==> src/rtl/cc_src_pkg.sv <==
package cc_src_pkg;

  // cc line classification as reported by the analog comparators
  localparam logic [1:0] CC_OPEN = 2'h0;
  localparam logic [1:0] CC_RA = 2'h1;
  localparam logic [1:0] CC_RD = 2'h2;

  // register byte offsets
  localparam logic [11:0] CTRL_OFFSET = 12'h000;
  localparam logic [11:0] STATUS_OFFSET = 12'h004;

  // control register fields
  localparam int CTRL_DRP = 0;
  localparam int CTRL_PREFER_SNK = 1;
  localparam int CTRL_PREFER_SRC = 2;
  localparam int CTRL_AUDIO = 3;
  localparam int CTRL_DEBUG = 4;
  localparam int CTRL_VCONN = 5;
  localparam int CTRL_GO_SNK = 6;
  localparam int CTRL_W = 6;
  localparam logic [CTRL_W-1:0] CTRL_RESET = 6'h00;

  // status register fields
  localparam int STAT_STATE = 0;
  localparam int STAT_ORIENT = 8;
  localparam int STAT_VBUS = 9;
  localparam int STAT_VCONN1 = 10;
  localparam int STAT_VCONN2 = 11;
  localparam int STAT_PD_OK = 12;
  localparam int STAT_TARGET = 13;

  // interval timers
  localparam int TIMER_W = 24;
  localparam int T_DEBOUNCE = 0;
  localparam int T_TRY_DEBOUNCE = 1;
  localparam int T_TRY_PERIOD = 2;
  localparam int T_TRY_TIMEOUT = 3;
  localparam int T_TOGGLE = 4;
  localparam int T_DISCONNECT = 5;
  localparam int N_TIMERS = 6;

  typedef enum logic [7:0] {
    ST_UNATT_WAIT = 8'h01,
    ST_UNATT = 8'h02,
    ST_ATTACH_WAIT = 8'h04,
    ST_ATTACHED = 8'h08,
    ST_TRY = 8'h10,
    ST_AUDIO = 8'h20,
    ST_DEBUG = 8'h40,
    ST_SNK_SIDE = 8'h80
  } state_type;

  // sink-side state that the handoff asks the sink logic to enter
  typedef enum logic [1:0] {
    SNK_UNATTACHED = 2'h0,
    SNK_TRY_WAIT = 2'h1,
    SNK_TRY = 2'h2,
    SNK_ATTACHED = 2'h3
  } snk_target_type;

  typedef struct packed {
    logic [1:0] cc1;
    logic [1:0] cc2;
    logic vbus_safe0;
    logic vbus_safe5;
    logic vconn_low;
    logic cc_dis_low;
  } sense_type;

  typedef struct packed {
    logic rp1;
    logic rp2;
    logic rdch1;
    logic rdch2;
    logic rd;
    logic vconn1;
    logic vconn2;
    logic vbus;
  } drive_type;

  typedef struct packed {
    logic pr_swap_accept;
    logic vconn_swap_done;
    logic prs_to_src;
    logic prs_orient;
    logic src_req;
    logic try_src_req;
  } pd_event_type;

endpackage

==> src/rtl/interval_timers.sv <==
module interval_timers #(
  parameter int NT = 6,
  parameter int W = 24
) (
  input wire logic clk,
  input wire logic nrst,
  input wire logic ce,
  input wire logic [NT-1:0] run,
  input wire logic [NT-1:0][W-1:0] limit,
  output logic [NT-1:0] done
);

  typedef struct packed {
    logic [NT-1:0][W-1:0] cnt;
  } timer_state_type;

  timer_state_type r;
  timer_state_type next_r;

  // a counter restarts the moment its run condition drops
  always_comb begin
    next_r = r;
    for (int i = 0; i < NT; i++) begin
      if (!run[i]) begin
        next_r.cnt[i] = '0;
      end else if (r.cnt[i] != limit[i]) begin
        next_r.cnt[i] = r.cnt[i] + W'(1);
      end
    end
  end

  always_comb begin
    for (int i = 0; i < NT; i++) begin
      done[i] = run[i] && (r.cnt[i] == limit[i]);
    end
  end

  always_ff @(posedge clk or negedge nrst) begin
    if (!nrst) begin
      r <= '0;
    end else if (ce) begin
      r <= next_r;
    end
  end

endmodule

==> src/rtl/cc_source_attach_fsm.sv <==
// Summary of operation
// [RULE1] unattached wait keeps vbus, vconn off
// [RULE2] rp on live pin, rdch on discharged pin
// [RULE3] leave wait once vconn off, pin discharged
// [RULE4] unattached and attach wait: rp both, no power
// [RULE5] rd on either or ra on both: attach wait
// [RULE6] ra with open is cable only: stay
// [RULE7] drp toggles to sink after period or command
// [RULE8] one rd debounced, vbus safe0: attached
// [RULE9] both ra debounced: audio accessory
// [RULE10] both rd debounced, vbus safe0: debug accessory
// [RULE11] open or open plus ra: back to unattached
// [RULE12] sink-preferring drp goes to try sink instead
// [RULE13] orientation latched on entry, monitor that pin
// [RULE14] vbus on at entry, pd waits safe5
// [RULE15] vconn on the pin not reading rd
// [RULE16] power swap entry never newly enables vconn
// [RULE17] vconn swap toggles vconn supply
// [RULE18] open on monitored pin: wait or unattached
// [RULE19] drp detach: unattached sink or try wait
// [RULE20] exit drops vbus, vconn unless power swap
// [RULE21] power swap accepted: rd, vbus off, keep vconn
// [RULE22] try source: debounce, period or timeout exits
// [RULE23] interval counters restart when condition drops
module cc_source_attach_fsm #(
  parameter int CC_DEBOUNCE_CYC = 20000,
  parameter int TRY_DEBOUNCE_CYC = 2000,
  parameter int TRY_PERIOD_CYC = 20000,
  parameter int TRY_TIMEOUT_CYC = 40000,
  parameter int TOGGLE_SRC_CYC = 10000,
  parameter int DISCONNECT_CYC = 200
) (
  input wire logic clk,
  input wire logic nrst,
  input wire logic ce,
  input wire logic psel,
  input wire logic penable,
  input wire logic pwrite,
  input wire logic [11:0] paddr,
  input wire logic [31:0] pwdata,
  output logic [31:0] prdata,
  output logic pready,
  output logic pslverr,
  input wire cc_src_pkg::sense_type sense,
  input wire cc_src_pkg::pd_event_type pd_event,
  output cc_src_pkg::drive_type drive,
  output logic orientation,
  output logic pd_allowed,
  output logic snk_go,
  output cc_src_pkg::snk_target_type snk_target
);

  typedef struct packed {
    cc_src_pkg::sense_type sync1;
    cc_src_pkg::sense_type sync2;
    logic [3:0] pattern;
    cc_src_pkg::state_type st;
    logic orient;
    logic vconn_on;
    logic dis_cc2;
    logic vbus_on;
    logic pd_ok;
    logic snk_go;
    cc_src_pkg::snk_target_type target;
    logic [cc_src_pkg::CTRL_W-1:0] ctrl;
    logic go_snk;
    cc_src_pkg::drive_type drive;
    logic [31:0] prdata;
  } fsm_state_type;

  fsm_state_type r;
  fsm_state_type next_r;

  logic [cc_src_pkg::N_TIMERS-1:0] run;
  logic [cc_src_pkg::N_TIMERS-1:0] done;
  logic [cc_src_pkg::N_TIMERS-1:0][cc_src_pkg::TIMER_W-1:0] limit;

  logic [1:0] c1;
  logic [1:0] c2;
  logic [1:0] mon;
  logic one_rd;
  logic both_rd;
  logic any_rd;
  logic both_ra;
  logic both_open;
  logic open_ra;
  logic stable;
  logic drp;
  logic addr_ok;
  logic wr_en;
  logic rd_setup;
  logic [31:0] status;

  // only the second synchroniser stage is looked at
  assign c1 = r.sync2.cc1;
  assign c2 = r.sync2.cc2;
  assign mon = r.orient ? c2 : c1;
  assign one_rd = (c1 == cc_src_pkg::CC_RD) ^ (c2 == cc_src_pkg::CC_RD);
  assign both_rd = (c1 == cc_src_pkg::CC_RD) && (c2 == cc_src_pkg::CC_RD);
  assign any_rd = (c1 == cc_src_pkg::CC_RD) || (c2 == cc_src_pkg::CC_RD);
  assign both_ra = (c1 == cc_src_pkg::CC_RA) && (c2 == cc_src_pkg::CC_RA);
  assign both_open = (c1 == cc_src_pkg::CC_OPEN) &&
                     (c2 == cc_src_pkg::CC_OPEN);
  assign open_ra = ((c1 == cc_src_pkg::CC_OPEN) &&
                    (c2 == cc_src_pkg::CC_RA)) ||
                   ((c1 == cc_src_pkg::CC_RA) &&
                    (c2 == cc_src_pkg::CC_OPEN));
  assign stable = ({c1, c2} == r.pattern);
  assign drp = r.ctrl[cc_src_pkg::CTRL_DRP];

  // debounce measures an unchanged cc pattern, so any flicker restarts it
  always_comb begin
    run = '0;
    run[cc_src_pkg::T_DEBOUNCE] =
      ((r.st == cc_src_pkg::ST_ATTACH_WAIT) && stable) ||
      ((r.st == cc_src_pkg::ST_AUDIO) && both_open); // [RULE23]
    run[cc_src_pkg::T_TRY_DEBOUNCE] =
      (r.st == cc_src_pkg::ST_TRY) && one_rd && stable; // [RULE23]
    run[cc_src_pkg::T_TRY_PERIOD] = (r.st == cc_src_pkg::ST_TRY);
    run[cc_src_pkg::T_TRY_TIMEOUT] = (r.st == cc_src_pkg::ST_TRY);
    run[cc_src_pkg::T_TOGGLE] = (r.st == cc_src_pkg::ST_UNATT) && drp;
    run[cc_src_pkg::T_DISCONNECT] =
      (r.st == cc_src_pkg::ST_ATTACHED) &&
      (mon == cc_src_pkg::CC_OPEN); // [RULE23]
  end

  always_comb begin
    limit[cc_src_pkg::T_DEBOUNCE] =
      cc_src_pkg::TIMER_W'(CC_DEBOUNCE_CYC);
    limit[cc_src_pkg::T_TRY_DEBOUNCE] =
      cc_src_pkg::TIMER_W'(TRY_DEBOUNCE_CYC);
    limit[cc_src_pkg::T_TRY_PERIOD] =
      cc_src_pkg::TIMER_W'(TRY_PERIOD_CYC);
    limit[cc_src_pkg::T_TRY_TIMEOUT] =
      cc_src_pkg::TIMER_W'(TRY_TIMEOUT_CYC);
    limit[cc_src_pkg::T_TOGGLE] =
      cc_src_pkg::TIMER_W'(TOGGLE_SRC_CYC);
    limit[cc_src_pkg::T_DISCONNECT] =
      cc_src_pkg::TIMER_W'(DISCONNECT_CYC);
  end

  interval_timers #(
    .NT(cc_src_pkg::N_TIMERS),
    .W(cc_src_pkg::TIMER_W)
  ) timers (
    .clk(clk),
    .nrst(nrst),
    .ce(ce),
    .run(run),
    .limit(limit),
    .done(done)
  );

  assign addr_ok = (paddr == cc_src_pkg::CTRL_OFFSET) ||
                   (paddr == cc_src_pkg::STATUS_OFFSET);
  assign wr_en = psel && penable && pwrite && ce;
  assign rd_setup = psel && !penable && !pwrite;

  always_comb begin
    status = '0;
    status[cc_src_pkg::STAT_STATE +: 8] = r.st;
    status[cc_src_pkg::STAT_ORIENT] = r.orient;
    status[cc_src_pkg::STAT_VBUS] = r.drive.vbus;
    status[cc_src_pkg::STAT_VCONN1] = r.drive.vconn1;
    status[cc_src_pkg::STAT_VCONN2] = r.drive.vconn2;
    status[cc_src_pkg::STAT_PD_OK] = r.pd_ok;
    status[cc_src_pkg::STAT_TARGET +: 2] = r.target;
  end

  always_comb begin
    next_r = r;
    next_r.sync1 = sense;
    next_r.sync2 = r.sync1;
    next_r.pattern = {c1, c2};
    next_r.snk_go = 1'b0;
    next_r.go_snk = 1'b0;

    // read data is caught in the setup cycle so the access needs no wait
    if (rd_setup) begin
      if (paddr == cc_src_pkg::CTRL_OFFSET) begin
        next_r.prdata = 32'(r.ctrl);
      end else if (paddr == cc_src_pkg::STATUS_OFFSET) begin
        next_r.prdata = status;
      end else begin
        next_r.prdata = 32'h00000000;
      end
    end
    if (wr_en && (paddr == cc_src_pkg::CTRL_OFFSET)) begin
      next_r.ctrl = pwdata[cc_src_pkg::CTRL_W-1:0];
      next_r.go_snk = pwdata[cc_src_pkg::CTRL_GO_SNK];
    end

    unique case (r.st)
      cc_src_pkg::ST_UNATT_WAIT: begin
        next_r.vbus_on = 1'b0; // [RULE1]
        next_r.vconn_on = 1'b0; // [RULE1]
        if (r.sync2.vconn_low && r.sync2.cc_dis_low) begin
          next_r.st = cc_src_pkg::ST_UNATT; // [RULE3]
        end
      end
      cc_src_pkg::ST_UNATT: begin
        next_r.vbus_on = 1'b0; // [RULE4]
        next_r.vconn_on = 1'b0; // [RULE4]
        // a lone ra against open is a bare cable and is not acted on
        if (any_rd || both_ra) begin
          next_r.st = cc_src_pkg::ST_ATTACH_WAIT; // [RULE5] [RULE6]
        end else if (drp && (done[cc_src_pkg::T_TOGGLE] || r.go_snk)) begin
          next_r.st = cc_src_pkg::ST_SNK_SIDE; // [RULE7]
          next_r.target = cc_src_pkg::SNK_UNATTACHED;
          next_r.snk_go = 1'b1;
        end
      end
      cc_src_pkg::ST_ATTACH_WAIT: begin
        if (both_open || open_ra) begin
          next_r.snk_go = drp; // [RULE11]
          next_r.target = cc_src_pkg::SNK_UNATTACHED;
          next_r.st = drp ? cc_src_pkg::ST_SNK_SIDE :
                            cc_src_pkg::ST_UNATT; // [RULE11]
        end else if (done[cc_src_pkg::T_DEBOUNCE]) begin
          if (one_rd && r.sync2.vbus_safe0) begin
            if (drp && r.ctrl[cc_src_pkg::CTRL_PREFER_SNK]) begin
              next_r.st = cc_src_pkg::ST_SNK_SIDE; // [RULE12]
              next_r.target = cc_src_pkg::SNK_TRY;
              next_r.snk_go = 1'b1;
            end else begin
              next_r.st = cc_src_pkg::ST_ATTACHED; // [RULE8]
              next_r.orient = (c2 == cc_src_pkg::CC_RD); // [RULE13]
              next_r.vbus_on = 1'b1; // [RULE14]
              next_r.vconn_on = r.ctrl[cc_src_pkg::CTRL_VCONN]; // [RULE15]
              next_r.pd_ok = 1'b0;
            end
          end else if (both_ra && r.ctrl[cc_src_pkg::CTRL_AUDIO]) begin
            next_r.st = cc_src_pkg::ST_AUDIO; // [RULE9]
          end else if (both_rd && r.sync2.vbus_safe0 &&
                       r.ctrl[cc_src_pkg::CTRL_DEBUG]) begin
            next_r.st = cc_src_pkg::ST_DEBUG; // [RULE10]
            next_r.vbus_on = 1'b1;
          end
        end
      end
      cc_src_pkg::ST_ATTACHED: begin
        next_r.vbus_on = 1'b1; // [RULE14]
        // pd messaging is held back until vbus has reached safe 5 V
        if (r.sync2.vbus_safe5) begin
          next_r.pd_ok = 1'b1; // [RULE14]
        end
        if (pd_event.vconn_swap_done) begin
          next_r.vconn_on = !r.vconn_on; // [RULE17]
        end
        if (pd_event.pr_swap_accept) begin
          next_r.st = cc_src_pkg::ST_SNK_SIDE; // [RULE21]
          next_r.target = cc_src_pkg::SNK_ATTACHED;
          next_r.snk_go = 1'b1;
          next_r.vbus_on = 1'b0; // [RULE20] [RULE21]
          next_r.pd_ok = 1'b0;
        end else if (done[cc_src_pkg::T_DISCONNECT]) begin
          next_r.vbus_on = 1'b0; // [RULE20]
          next_r.vconn_on = 1'b0; // [RULE20]
          next_r.pd_ok = 1'b0;
          if (drp) begin
            next_r.st = cc_src_pkg::ST_SNK_SIDE; // [RULE19]
            next_r.snk_go = 1'b1;
            next_r.target = r.ctrl[cc_src_pkg::CTRL_PREFER_SRC] ?
                            cc_src_pkg::SNK_TRY_WAIT :
                            cc_src_pkg::SNK_UNATTACHED; // [RULE19]
          end else if (r.vconn_on) begin
            next_r.st = cc_src_pkg::ST_UNATT_WAIT; // [RULE18]
            next_r.dis_cc2 = !r.orient; // [RULE2]
          end else begin
            next_r.st = cc_src_pkg::ST_UNATT; // [RULE18]
          end
        end
      end
      cc_src_pkg::ST_TRY: begin
        next_r.vbus_on = 1'b0;
        next_r.vconn_on = 1'b0;
        if (done[cc_src_pkg::T_TRY_DEBOUNCE]) begin
          next_r.st = cc_src_pkg::ST_ATTACHED; // [RULE22]
          next_r.orient = (c2 == cc_src_pkg::CC_RD); // [RULE13]
          next_r.vbus_on = 1'b1;
          next_r.vconn_on = r.ctrl[cc_src_pkg::CTRL_VCONN]; // [RULE15]
          next_r.pd_ok = 1'b0;
        end else if (!any_rd &&
                     ((done[cc_src_pkg::T_TRY_PERIOD] &&
                       r.sync2.vbus_safe0) ||
                      done[cc_src_pkg::T_TRY_TIMEOUT])) begin
          next_r.st = cc_src_pkg::ST_SNK_SIDE; // [RULE22]
          next_r.target = cc_src_pkg::SNK_TRY_WAIT;
          next_r.snk_go = 1'b1;
        end
      end
      cc_src_pkg::ST_AUDIO: begin
        if (done[cc_src_pkg::T_DEBOUNCE]) begin
          next_r.st = cc_src_pkg::ST_UNATT;
        end
      end
      cc_src_pkg::ST_DEBUG: begin
        next_r.vbus_on = 1'b1;
        if ((c1 == cc_src_pkg::CC_OPEN) || (c2 == cc_src_pkg::CC_OPEN)) begin
          next_r.vbus_on = 1'b0;
          next_r.snk_go = drp;
          next_r.target = cc_src_pkg::SNK_UNATTACHED;
          next_r.st = drp ? cc_src_pkg::ST_SNK_SIDE :
                            cc_src_pkg::ST_UNATT;
        end
      end
      cc_src_pkg::ST_SNK_SIDE: begin
        // vconn survives here only after a power swap; sink logic owns cc
        next_r.vbus_on = 1'b0;
        if (r.target != cc_src_pkg::SNK_ATTACHED) begin
          next_r.vconn_on = 1'b0;
        end
        if (pd_event.prs_to_src) begin
          next_r.st = cc_src_pkg::ST_ATTACHED; // [RULE13]
          next_r.orient = pd_event.prs_orient; // [RULE13]
          next_r.vbus_on = 1'b1; // [RULE14]
          next_r.pd_ok = 1'b0;
          next_r.vconn_on = r.vconn_on &&
                            (r.target == cc_src_pkg::SNK_ATTACHED); // [RULE16]
        end else if (pd_event.try_src_req) begin
          next_r.st = cc_src_pkg::ST_TRY;
          next_r.vconn_on = 1'b0;
        end else if (pd_event.src_req) begin
          next_r.st = cc_src_pkg::ST_UNATT;
          next_r.vconn_on = 1'b0;
        end
      end
      default: begin
        next_r.st = cc_src_pkg::ST_UNATT;
        next_r.vbus_on = 1'b0;
        next_r.vconn_on = 1'b0;
      end
    endcase

    // terminations follow the state being entered
    next_r.drive = '0;
    unique case (next_r.st)
      cc_src_pkg::ST_UNATT_WAIT: begin
        next_r.drive.rp1 = next_r.dis_cc2; // [RULE2]
        next_r.drive.rp2 = !next_r.dis_cc2; // [RULE2]
        next_r.drive.rdch1 = !next_r.dis_cc2; // [RULE2]
        next_r.drive.rdch2 = next_r.dis_cc2; // [RULE2]
      end
      cc_src_pkg::ST_ATTACHED: begin
        next_r.drive.rp1 = !next_r.orient; // [RULE13]
        next_r.drive.rp2 = next_r.orient; // [RULE13]
        next_r.drive.vconn1 = next_r.vconn_on && next_r.orient; // [RULE15]
        next_r.drive.vconn2 = next_r.vconn_on && !next_r.orient; // [RULE15]
      end
      cc_src_pkg::ST_SNK_SIDE: begin
        next_r.drive.rd = 1'b1; // [RULE21]
        next_r.drive.vconn1 = next_r.vconn_on && next_r.orient; // [RULE21]
        next_r.drive.vconn2 = next_r.vconn_on && !next_r.orient;
      end
      default: begin
        next_r.drive.rp1 = 1'b1; // [RULE4]
        next_r.drive.rp2 = 1'b1; // [RULE4]
      end
    endcase
    next_r.drive.vbus = next_r.vbus_on;
  end

  always_ff @(posedge clk or negedge nrst) begin
    if (!nrst) begin
      r <= '0;
      r.st <= cc_src_pkg::ST_UNATT;
      r.ctrl <= cc_src_pkg::CTRL_RESET;
      r.target <= cc_src_pkg::SNK_UNATTACHED;
      r.drive.rp1 <= 1'b1;
      r.drive.rp2 <= 1'b1;
    end else if (ce) begin
      r <= next_r;
    end
  end

  assign pready = ce;
  assign pslverr = psel && penable && !addr_ok;
  assign prdata = r.prdata;
  assign drive = r.drive;
  assign orientation = r.orient;
  assign pd_allowed = r.pd_ok;
  assign snk_go = r.snk_go;
  assign snk_target = r.target;

endmodule

==> config.mk <==
export PLATFORM = sky130hd
export DESIGN_NAME = cc_source_attach_fsm
export DESIGN_NICKNAME = d
export VERILOG_FILES = /design/src/rtl/cc_src_pkg.sv /design/src/rtl/interval_timers.sv /design/src/rtl/cc_source_attach_fsm.sv
export SDC_FILE = /design/constraint.sdc
export NUM_CORES = 1
export LEC_CHECK = 0
export BUFFER_PORTS_ARGS = -buffer_cell sky130_fd_sc_hd__buf_2
export CORE_MARGIN = 10
export CORE_UTILIZATION = 55
export DETAILED_ROUTE_END_ITERATION = 6
export PLACE_DENSITY = 0.74
export SYNTH_ARGS = -nofsm -noshare
export SYNTH_HDL_FRONTEND = slang
export SYNTH_HIERARCHICAL = 1
export SYNTH_SLANG_ARGS = --single-unit
==> constraint.sdc <==
create_clock -name clk -period 4.3 [get_ports clk]
set_input_delay 0 -clock clk [delete_from_list [all_inputs] [get_ports clk]]
set_output_delay 0 -clock clk [all_outputs]
set_load 0.01 [all_outputs]
==> metrics.md, run 1 <==
| Metric | Value |
|---|---|
| FF+latch count, synth | 209 |
| Initial antenna violation count | 0 |
| Ys async rst share | 100.0% |
| Worst setup margin | 0.2605 ns |
| 1st-pass router iterations | 5 |
| Relative slew margins | 13.47% |
| Share of cells above drive strength 1 | 11.59% |
| DR iter-0 viols | 1401 |
| Crit path required time | 4.70 ns |
| Total grt overflow | 0 |
| Postcts setup bufs | 0 |
| Core Box Area | 26880 sq um |
| Root buf cell | clkbuf_16 |
| WHS | 0.03614 ns |
| Routed vias/inst | 6.393 |
| Skew final | 0.03125 ns |
| R2R setup slack | 0.26 ns |
| Port Buf Inserts | 68 |
| Leading area contributor after synthesis | dfrtp_1 |
| Synth area leaders | dfrtp_1 35%, xnor2_1 8.3%, a22o_1 5.2%, nand4_1 3.9%, nand2_1 2.9% |
| Crit-path max FO | 10 |
| DRT antenna net count | 0 |
| Synth top area share | 34.50% |
| Met1 Wirelength | 18380 um |
| All-Layer GR Usage | 23.94% |
| Power density over the cells | 290.3 nW/um^2 |
| Worst slew pin tran | 1.286 ns |
| Most common cell in the synthesized netlist | dfrtp_1 |
| Post-synth top cells | 206 x dfrtp_1, 142 x xnor2_1, 117 x nand2_1 |
| Unrepaired setup endpoints after global routing | no |
| Peak VDD IR | 0.3303 mV |
| Distinct cells, synth | 81 |
| Status | complete, no violations |
| Final Wtd Congestion | 1.007 |
| WL final | 41960 um |
| Post-Syn Area | 14940 sq um |
| CTS tree | yes |
| Clock latency at the later pin of the worst-skew pair | 0.54 ns |
| Die Span Y | 184.8 um |
| Slew Viols, Final | 0 |
| Non-Filler Instances | 2214 |
| CTS clk-pin slew, worst paths | 0.07 ns |
| WS Path Type | register to register |
| Post-synth EDFFs | 0 |
| Fillers | 2266 |
| Worst Hold Launch | paddr[4] |
| Fmax | 247.6 MHz |
| Largest net degree at the start of global routing | 145 |
| Worst Hold Path EP | prdata[4] |
| Clock Sinks | 209 |
| Max cap viols | 0 |
| Routed wl met3 | 2654 um |
| Max clock buf depth | 3 |
| Top Ports | 111 |
| Data arrival, critical path | 4.44 ns |
| # rows | 60 |
| Final Cycle Share | 93.94% |
| R2r endpoint | r[57] |
| Cell count of the worst reg-to-reg path | 11 |
| CP peak stage delay | 0.60 ns |
| Leakage power | 6.725 nW |
| P&R area growth vs syn | 14.03% |
| Initial cell density of the core | 55.59% |
| Final #Nets | 1926 |
| First-pass GRT wire length | 68450 um |
| Register area share after synthesis | 35.03% |
| Placed instance count | 2138 |
| H-tree depth | 1 |
| WL met2 | 19940 um |
| Syn avg cell area | 8.794 sq um |
| Total negative slack | 0 ns |
| Place WS | 0.4208 ns |
| Inserted Diodes | 0 |
| Setup crit end kind | register |
| HPWL after DPL | 28150 um |
| Min Tclk post-route | 4.040 ns |
| Die Area | 34160 sq um |
| WL/cell | 18.95 um |
| Syn Inst Count | 1699 |
| Vias in the first global route | 13480 |
| Yosys warnings | 6 |
| Cell Chain, Critical Path | or4_4, or2_1, nor2_1, nand2_1, or4_1, nor2_1, or4_4, o211ai_2, or4_1, o21ai_0, o21ai_0 |
| Fin. Hold Viols | 0 |
| Depth of the worst hold-timing path | 4 |
| Hold crit path type | primary input to register |
| Setup-failing EPs final | 0 |
| Via Count | 14160 |
| Main synth FF type | dfrtp_1 |
| Drt drc | 0 |
| Worst r2r src | r[61] |
| TritonCTS buffer count | 25 |
| Die Span X | 184.8 um |
| Startpoint Class | register |
| Top Layer Used | met4 |
| Slowest CP cell | or4_4 |
[worst max-delay path, delay by kind of cell (launching register included)]
kind / cells / cell delay [ns]
AOI/OAI and AO/OA: 3 / 0.42
DFF: 1 / 0.53
and+or+nand+nor: 8 / 2.94
[cells in the final DEF, fill, tap and decap left out, types with 20 or more instances in the layout]
master           n
nand3_1         62
inv_1           67
a21oi_1         40
or4_1           20
clkbuf_16       25
o21ai_0         71
buf_4           34
o211ai_1        41
nor4_1          46
nor2_1          78
a221o_1         29
mux2_2          30
o221ai_1        27
nand4_1         93
dfrtp_1        206
a22o_1          88
dlygate4sd3_1   30
nor3_1          61
nand2_1        117
conb_1         161
buf_2           66
xnor2_1        142
[worst max-delay path by stage]
stage / from / end / slack [ns] / cells after the start
2_1_floorplan: r[57] / drive[1] / 0.38 / 17
3_3_place_gp: r[58] / r[57] / 0.45 / 11
3_5_place_dp: r[61] / r[57] / 0.42 / 11
4_1_cts: r[61] / r[57] / 0.39 / 11
5_1_grt: r[61] / drive[6] / 0.09 / 13
6_report: r[61] / r[57] / 0.26 / 11
[flip-flops by register name, summed over array words and instances, names as in the netlist]
| name | flops |
|---|---|
| snk_go | 1 |
| drp | 1 |
| r | 24 |
| next_r | 8 |
| prdata | 15 |
| pd_allowed | 1 |
| drive | 8 |
| c1 | 2 |
| c2 | 2 |
| timers/r | 144 |
| snk_target | 2 |
| orientation | 1 |
[cell families (layout without fill, tap and decap cells)]
kind of cell    Yosys count  after routing  share of synthesized area [%]
other cells               2            161                        0.05027
compound gates          452            452                          23.06
fa+ha+maj                 8              8                         0.6700
flops                   209            209                          35.03
simple gates            592            592                          21.74
mux                      48             48                          3.484
buf+inv                 238            253                          7.169
xor+xnor                150            150                          8.793
[where the power goes]
| group | internal [mW] | leakage, nW | total, mW | switching, mW |
|---|---|---|---|---|
| registers | 2.02 | 2.84 | 2.09 | 0.0709 |
| clock network | 1.41 | 0.436 | 2.28 | 0.864 |
| logic | 0.233 | 3.45 | 0.579 | 0.346 |
| total | 3.66 | 6.73 | 4.95 | 1.28 |
[metrics by stage]
step | instance area, sq um | power (mW) | util, %
2_1_floorplan | 15540 | 2.513 | -
3_3_place_gp | 15840 | 2.663 | 58.95
3_5_place_dp | 15840 | 2.678 | 58.95
4_1_cts | 17040 | 4.984 | 63.39
5_1_grt | 17040 | 5.149 | 63.39
6_report | 17040 | 4.946 | 63.39
[layout make-up]
type,instances,area (sq um),share of cell area (%)
tap,341,426.7,2.504
inverter,73,274.0,1.608
sequential,209,5234,30.72
multi-input combinational,1411,9249,54.29
timing repair buffer,134,960.9,5.640
clock inverter,12,172.7,1.014
clock buffer,34,719.4,4.223
[repair_timing]
item | in CTS | in global routing
hold buffers | 30 | 0
hold endpoints to repair | 146 | 0
setup endpoints to repair | 0 | 0
gates resized for setup | 0 | 0
[routing by layer]
layer  up-vias  global-route usage, %
li1       6600                      -
met1      6905                  31.82
met2       561                  39.39
met3        89                  3.762
met4         0                  6.957
met5         -                      0
Power figures use the tool's default switching activity.
==> run 2: changes to the inputs <==
CORE_MARGIN = 3   (was 10)
==> run 2 against run 1 <==
  * Via count fell by 0.33%
  * Worst hold slack got worse by 0.012 ns
  * Clock-buffer cell count fell by 4
  * Sequential share of layout area rose by 0.29 points
  * Register-to-register slack improved by 0.05 ns
  * Wire length fell by 3.3%
  * Critical path type unchanged
  * Final area fell by 0.95%
  * Critical path depth rose by 2
==> metrics.md, run 2 (synthesized netlist as in run 1, its figures left out) <==
| Metric | Value |
|---|---|
| Peak VDD IR | 0.3285 mV (was 0.3303 mV) |
| Setup crit end kind | register (unchanged) |
| Die Span Y | 170.8 um (was 184.8 um) |
| All-Layer GR Usage | 27.85% (was 23.94%) |
| Max FFs per register | 144 (unchanged) |
| Fmax | 250.4 MHz (was 247.6 MHz) |
| Leakage power | 6.644 nW (was 6.725 nW) |
| Inserted Diodes | 0 (unchanged) |
| CP peak stage delay | 0.53 ns (was 0.60 ns) |
| Worst Hold Launch | pd_event[0] (was paddr[4]) |
| H-tree depth | 1 (unchanged) |
| Status | complete, no violations (unchanged) |
| Worst r2r src | r[61] (unchanged) |
| DRT antenna net count | 0 (unchanged) |
| TritonCTS buffer count | 23 (was 25) |
| Part of the power in registers | 43.8% (was 42.3%) |
| Max cap viols | 0 (unchanged) |
| Final Wtd Congestion | 0.9259 (was 1.007) |
| Fillers | 2198 (was 2266) |
| Slew Viols, Final | 0 (unchanged) |
| Sw Share | 25.85% (was 25.91%) |
| Skew final | 0.01065 ns (was 0.03125 ns) |
| Cell internal pwr | 3.537 mW (was 3.665 mW) |
| Total negative slack | 0 ns (unchanged) |
| Worst slew pin tran | 1.234 ns (was 1.286 ns) |
| Drt drc | 0 (unchanged) |
| Crit path required time | 4.71 ns (was 4.70 ns) |
| WHS | 0.02431 ns (was 0.03614 ns) |
| Min Tclk post-route | 3.994 ns (was 4.040 ns) |
| Core Box Area | 26350 sq um (was 26880 sq um) |
| Clock Sinks | 209 (unchanged) |
| Top Ports | 111 (unchanged) |
| CP Launch Point | r[61] (unchanged) |
| # rows | 59 (was 60) |
| DR iter-0 viols | 1320 (was 1401) |
| Initial antenna violation count | 0 (unchanged) |
| Via Count | 14110 (was 14160) |
| Root buf cell | clkbuf_16 (unchanged) |
| Commonest non-fill, non-tap cells in the layout | 206 x dfrtp_1, 161 x conb_1, 142 x xnor2_1, 117 x nand2_1, 93 x nand4_1 (unchanged) |
| Final #Nets | 1921 (was 1926) |
| Cell Chain, Critical Path | nor4_4, and3_1, nand2_1, o21ai_1, nand2_1, or4_1, nor2_1, nand3_1, and3b_1, o221a_2, a21oi_1, or2_1, o41ai_2 (was or4_4, or2_1, nor2_1, nand2_1, or4_1, nor2_1, or4_4, o211ai_2, or4_1, o21ai_0, o21ai_0) |
| Die Area | 29180 sq um (was 34160 sq um) |
| Crit-path max FO | 10 (unchanged) |
| Total grt overflow | 0 (unchanged) |
| Die Span X | 170.8 um (was 184.8 um) |
| Postcts setup bufs | 0 (unchanged) |
| Most common cell after layout, fill and taps aside | dfrtp_1 (unchanged) |
| Comb power frac | 11.9% (was 11.7%) |
| Slowest CP cell | dfrtp_1 (was or4_4) |
| Initial cell density of the core | 56.69% (was 55.59%) |
| CTS tree | yes (unchanged) |
| Routed vias/inst | 6.416 (was 6.393) |
| Relative slew margins | 16.94% (was 13.47%) |
| First-pass GRT wire length | 68580 um (was 68450 um) |
| P_sw | 1.233 mW (was 1.281 mW) |
| Fin. Hold Viols | 0 (unchanged) |
| Power density over the cells | 282.7 nW/um^2 (was 290.3 nW/um^2) |
| P&R area growth vs syn | 12.95% (was 14.03%) |
| Startpoint Class | register (unchanged) |
| Cell mode on critical path | nand2_1 |
| 1st-pass router iterations | 6 (was 5) |
| Setup-failing EPs final | 0 (unchanged) |
| Clock latency at the later pin of the worst-skew pair | 0.51 ns (was 0.54 ns) |
| Vias in the first global route | 13870 (was 13480) |
| Clk pwr share | 44.3% (was 46.0%) |
| Largest Register | timers/r (unchanged) |
| Data arrival, critical path | 4.41 ns (was 4.44 ns) |
| Port Buf Inserts | 68 (unchanged) |
| WS Path Type | register to register (unchanged) |
| Final Cycle Share | 92.88% (was 93.94%) |
| Final Power | 4.771 mW (was 4.946 mW) |
| WL/cell | 18.45 um (was 18.95 um) |
| Largest net degree at the start of global routing | 144 (was 145) |
| Share of cells above drive strength 1 | 11.53% (was 11.59%) |
| Hold crit path type | primary input to register (unchanged) |
| Unrepaired setup endpoints after global routing | no (unchanged) |
| WL final | 40580 um (was 41960 um) |
| HPWL after DPL | 27320 um (was 28150 um) |
| CTS clk-pin slew, worst paths | 0.06 ns (was 0.07 ns) |
| Max clock buf depth | 3 (unchanged) |
## run 2: cell types whose count changed in the layout (fill, tap and decap cells not counted), moves of 2 or more
cell and delta:
clkbuf_16 -2, clkbuf_8 -2, buf_4 +6, dlygate4sd3_1 -8
## run 2: what timing repair did
action                                 CTS  global route
gates resized for setup                  0             0
hold buffers                            22             0
endpoints found under the hold margin  143             0
## run 2: worst paths after layout
check | cells past startpoint | slack (ns) | endpoint
worst min-delay path | 4 | 0.02 | r[59]
worst min register to register | 2 | 0.49 | prdata[5]
min in group asynchronous | 2 | 0.17 | timers/r[56]
max in group asynchronous | 3 | 3.06 | drive[6]
worst max register to register | 13 | 0.31 | drive[1]
worst max-delay path | 13 | 0.31 | drive[1]
## run 2: metal layers
layer	vias up	share of wire, %	GRT usage (%)
li1	6579	-	-
met1	6870	44	38.37
met2	566	47	45.42
met3	93	6.7	3.835
met4	0	2.5	9.587
met5	-	0	0
## run 2: stage by stage
step,instances,area [sq um],setup WS (ns),utilization (%)
after floorplan,1858,15540,0.3821,-
after global placement,2137,15860,0.4750,60.16
after detailed placement,2137,15860,0.4184,60.16
after CTS,2199,16870,0.3761,64.03
after global routing,2199,16870,0.03926,64.03
final,2199,16870,0.3063,64.03
## run 2: critical path, delay by kind of cell (launching register included)
family           cells  cell delay, ns
AND/OR/NAND/NOR      9            2.45
AO/OA/AOI/OAI        4            0.87
flip-flops           1            0.53
## run 2: power groups by stage
stage               clock network [mW]  logic [mW]  registers (mW)
detailed placement                   0       0.548            2.12
CTS                               2.16       0.567            2.09
global route                      2.24       0.637            2.10
finish                            2.11       0.569            2.09
global placement                     0       0.537            2.12
floorplan                            0       0.425            2.09
## run 2: area by class of cell
class	instances	area (sq um)	share of cell area [%]
clock inverters	10	157.7	0.9342
repair buffers	131	905.9	5.368
clock buffers	30	641.9	3.804
flip-flops and latches	209	5234	31.02
multi-input cells	1411	9243	54.77
inverters	73	274.0	1.624
well taps	335	419.2	2.484
==> run 3: changes to the inputs <==
ABC_AREA = 1   (was default)
PLACE_DENSITY = 0.73   (was 0.74)
==> run 3 against run 2 <==
  * Wire length up 20%
  * Highest routed layer unchanged
  * Via count is 31% higher
  * Power up 2.8%
  * Critical endpoint is now drive[6]
  * Critical path type unchanged
==> metrics.md, run 3 <==
| Metric | Value |
|---|---|
| Worst slew pin tran | 0.8989 ns (was 1.234 ns) |
| Most common cell in the synthesized netlist | nand2_1 (was dfrtp_1) |
| Post-synth top cells | 1192 x nand2_1, 437 x nor2_1, 339 x inv_1 (was 206 x dfrtp_1, 142 x xnor2_1, 117 x nand2_1) |
| Share of cells above drive strength 1 | 6.005% (was 11.53%) |
| Setup crit end kind | register (unchanged) |
| Synth area leaders | dfrtp_1 29%, nand2_1 26%, nor2_1 9.4%, nand3_1 8.0%, inv_1 7.3% (was dfrtp_1 35%, xnor2_1 8.3%, a22o_1 5.2%, nand4_1 3.9%, nand2_1 2.9%) |
| Post-Syn Area | 17520 sq um (was 14940 sq um) |
| Via Count | 18530 (was 14110) |
| Register area share after synthesis | 29.87% (was 35.03%) |
| H-tree depth | 1 (unchanged) |
| Status | complete, no violations (unchanged) |
| DRT antenna net count | 0 (unchanged) |
| Dpl cell area | 18780 sq um (was 15860 sq um) |
| Total negative slack | 0 ns (unchanged) |
| Startpoint Class | register (unchanged) |
| Non-Filler Instances | 3710 (was 2199) |
| Synth top area share | 29.42% (was 34.50%) |
| Port Buf Inserts | 68 (unchanged) |
| Root buf cell | clkbuf_16 (unchanged) |
| Placed instance count | 3628 (was 2137) |
| Hold crit path type | primary input to async pin (was primary input to register) |
| Distinct cells, synth | 52 (was 81) |
| Cts repair resizes | 0 (unchanged) |
| Most common cell after layout, fill and taps aside | nand2_1 (was dfrtp_1) |
| P&R area growth vs syn | 14.41% (was 12.95%) |
| Initial cell density of the core | 56.54% (was 56.69%) |
| Area taken by multi-input logic gates | 11250 sq um (was 9243 sq um) |
| HPWL after DPL | 35680 um (was 27320 um) |
| Slew Viols, Final | 0 (unchanged) |
| Syn Inst Count | 2989 (was 1699) |
| Largest net degree at the start of global routing | 97 (was 144) |
| Routed vias/inst | 4.994 (was 6.416) |
| Main synth FF type | dfrtp_1 (unchanged) |
| Final #Nets | 3368 (was 1921) |
| R2R setup slack | 0.47 ns (was 0.31 ns) |
| Fmax | 261.3 MHz (was 250.4 MHz) |
| Cell count of the worst reg-to-reg path | 21 (was 13) |
| Worst r2r src | r[59] (was r[61]) |
| Met1 usage | 39.25% (was 38.37%) |
| Drt drc | 0 (unchanged) |
| Final Cycle Share | 88.98% (was 92.88%) |
| TritonCTS buffer count | 26 (was 23) |
| Clock Sinks | 209 (unchanged) |
| Post-synth EDFFs | 0 (unchanged) |
| Core Box Area | 30990 sq um (was 26350 sq um) |
| FF+latch count, synth | 209 (unchanged) |
| Final Wtd Congestion | 0.9979 (was 0.9259) |
| Die Span Y | 184.5 um (was 170.8 um) |
| CP Launch Point | r[59] (was r[61]) |
| Leakage power | 9.784 nW (was 6.644 nW) |
| Final Power | 4.904 mW (was 4.771 mW) |
| GR peak layer | met2 (unchanged) |
| CTS tree | yes (unchanged) |
| First-pass GRT wire length | 83900 um (was 68580 um) |
| Min Tclk post-route | 3.826 ns (was 3.994 ns) |
| Data arrival, critical path | 4.30 ns (was 4.41 ns) |
| Top Ports | 111 (unchanged) |
| Worst setup endpoint | drive[6] (was drive[1]) |
| Max clock buf depth | 3 (unchanged) |
| Yosys warnings | 6 (unchanged) |
| Fin area | 20050 sq um (was 16870 sq um) |
| Skew final | 0.01088 ns (was 0.01065 ns) |
| Largest Register | timers/r (unchanged) |
| Met2 Use GR | 51.21% (was 45.42%) |
| Postcts setup bufs | 0 (unchanged) |
| DR iter-0 viols | 1388 (was 1320) |
| Relative slew margins | 40.01% (was 16.94%) |
| Total grt overflow | 0 (unchanged) |
| Die Area | 34030 sq um (was 29180 sq um) |
| Max FFs per register | 144 (unchanged) |
| WS Path Type | register to register (unchanged) |
| Commonest non-fill, non-tap cells in the layout | 1192 x nand2_1, 437 x nor2_1, 339 x inv_1, 285 x conb_1, 280 x nand3_1 (was 206 x dfrtp_1, 161 x conb_1, 142 x xnor2_1, 117 x nand2_1, 93 x nand4_1) |
| WL/cell | 13.16 um (was 18.45 um) |
| Leading area contributor after synthesis | dfrtp_1 (unchanged) |
| Fillers | 2990 (was 2198) |
| CTS clk-pin slew, worst paths | 0.06 ns (about the same) |
| Setup-failing EPs final | 0 (unchanged) |
| Unrepaired setup endpoints after global routing | no (unchanged) |
| Sequential Area | 5234 sq um (unchanged) |
| Peak VDD IR | 0.2787 mV (was 0.3285 mV) |
| Crit-path max FO | 10 (unchanged) |
| Ys async rst share | 100.0% (unchanged) |
| Power density over the cells | 244.7 nW/um^2 (was 282.7 nW/um^2) |
| All-Layer GR Usage | 29.32% (was 27.85%) |
| # rows | 64 (was 59) |
| Crit path required time | 4.78 ns (was 4.71 ns) |
| 1st-pass router iterations | 5 (was 6) |
| Inserted Diodes | 0 (unchanged) |
| Initial antenna violation count | 0 (unchanged) |
| Die Span X | 184.5 um (was 170.8 um) |
| Max cap viols | 0 (unchanged) |
| Clock latency at the later pin of the worst-skew pair | 0.53 ns (was 0.51 ns) |
| R2r endpoint | drive[6] (was drive[1]) |
| Fin. Hold Viols | 0 (unchanged) |
| Vias in the first global route | 17750 (was 13870) |
| Met3 GRT Util | 2.763% (was 3.835%) |
| Fin util | 64.68% (was 64.03%) |
| WL final | 48820 um (was 40580 um) |
| Syn avg cell area | 5.862 sq um (was 8.794 sq um) |
## run 3: routing by layer
metal | part of all wire, % | wire length, um
met1 | 45 | 22190
met2 | 47 | 23100
met3 | 4.9 | 2375
met4 | 2.4 | 1154
met5 | 0 | 0
## run 3: worst max-delay path, stage by stage (launching register included)
cell,delay (ns)
dfrtp_1,0.45
nor2_2,0.18
nand2_2,0.12
nor2_4,0.26
inv_1,0.09
o21ai_0,0.58
nand3_1,0.17
nor2_1,0.13
nand3_1,0.07
nor2_1,0.47
inv_1,0.15
nor2_1,0.17
nand2_1,0.07
nor2_1,0.11
nand2_2,0.10
nand2_1,0.12
nand2_1,0.07
nand3_1,0.17
nand2_1,0.08
nand3_1,0.10
nand2_1,0.06
inv_1,0.06
## run 3: logic make-up after synthesis
| group | synth area share (%) |
|---|---|
| xor+xnor | 3.649 |
| compound gates | 5.099 |
| buf+inv | 12.00 |
| other cells | 0.04286 |
| mux | 0.1928 |
| fa+ha+maj | 0.5713 |
| simple gates | 48.58 |
| flops | 29.87 |
## run 3: cell type report
type / instances / share of cell area, %
clock buffers: 33 / 3.683
clock inverters: 13 / 0.8426
inverters: 353 / 6.610
multi-input cells: 2586 / 56.11
flip-flops and latches: 209 / 26.11
well taps: 396 / 2.472
repair buffers: 120 / 4.176
## run 3: worst min path at each step
stage              start           end
2_1_floorplan       nrst         c1[0]
3_3_place_gp        nrst  timers/r[59]
3_5_place_dp        nrst  timers/r[59]
4_1_cts        paddr[10]     prdata[0]
5_1_grt         paddr[0]     prdata[0]
6_report            nrst  timers/r[59]
## run 3: repair_timing
item                                    4_1_cts  5_1_grt
endpoints found under the setup margin        0        0
hold endpoints to repair                    138        0
hold buffers                                 36        0
## run 3: power breakdown
| part | internal, mW | total (mW) | switching [mW] |
|---|---|---|---|
| logic | 0.166 | 0.539 | 0.372 |
| clock network | 1.44 | 2.32 | 0.873 |
| registers | 2.01 | 2.05 | 0.0376 |
| total | 3.62 | 4.90 | 1.28 |
## run 3: metrics by stage
step	hold slack (ns)	worst slack [ns]
floorplan	-0.2956	1.593
global placement	0.07914	0.7194
detailed placement	0.08481	0.6318
CTS	0.01129	0.5925
global route	0.07941	0.2861
finish	0.01889	0.4737
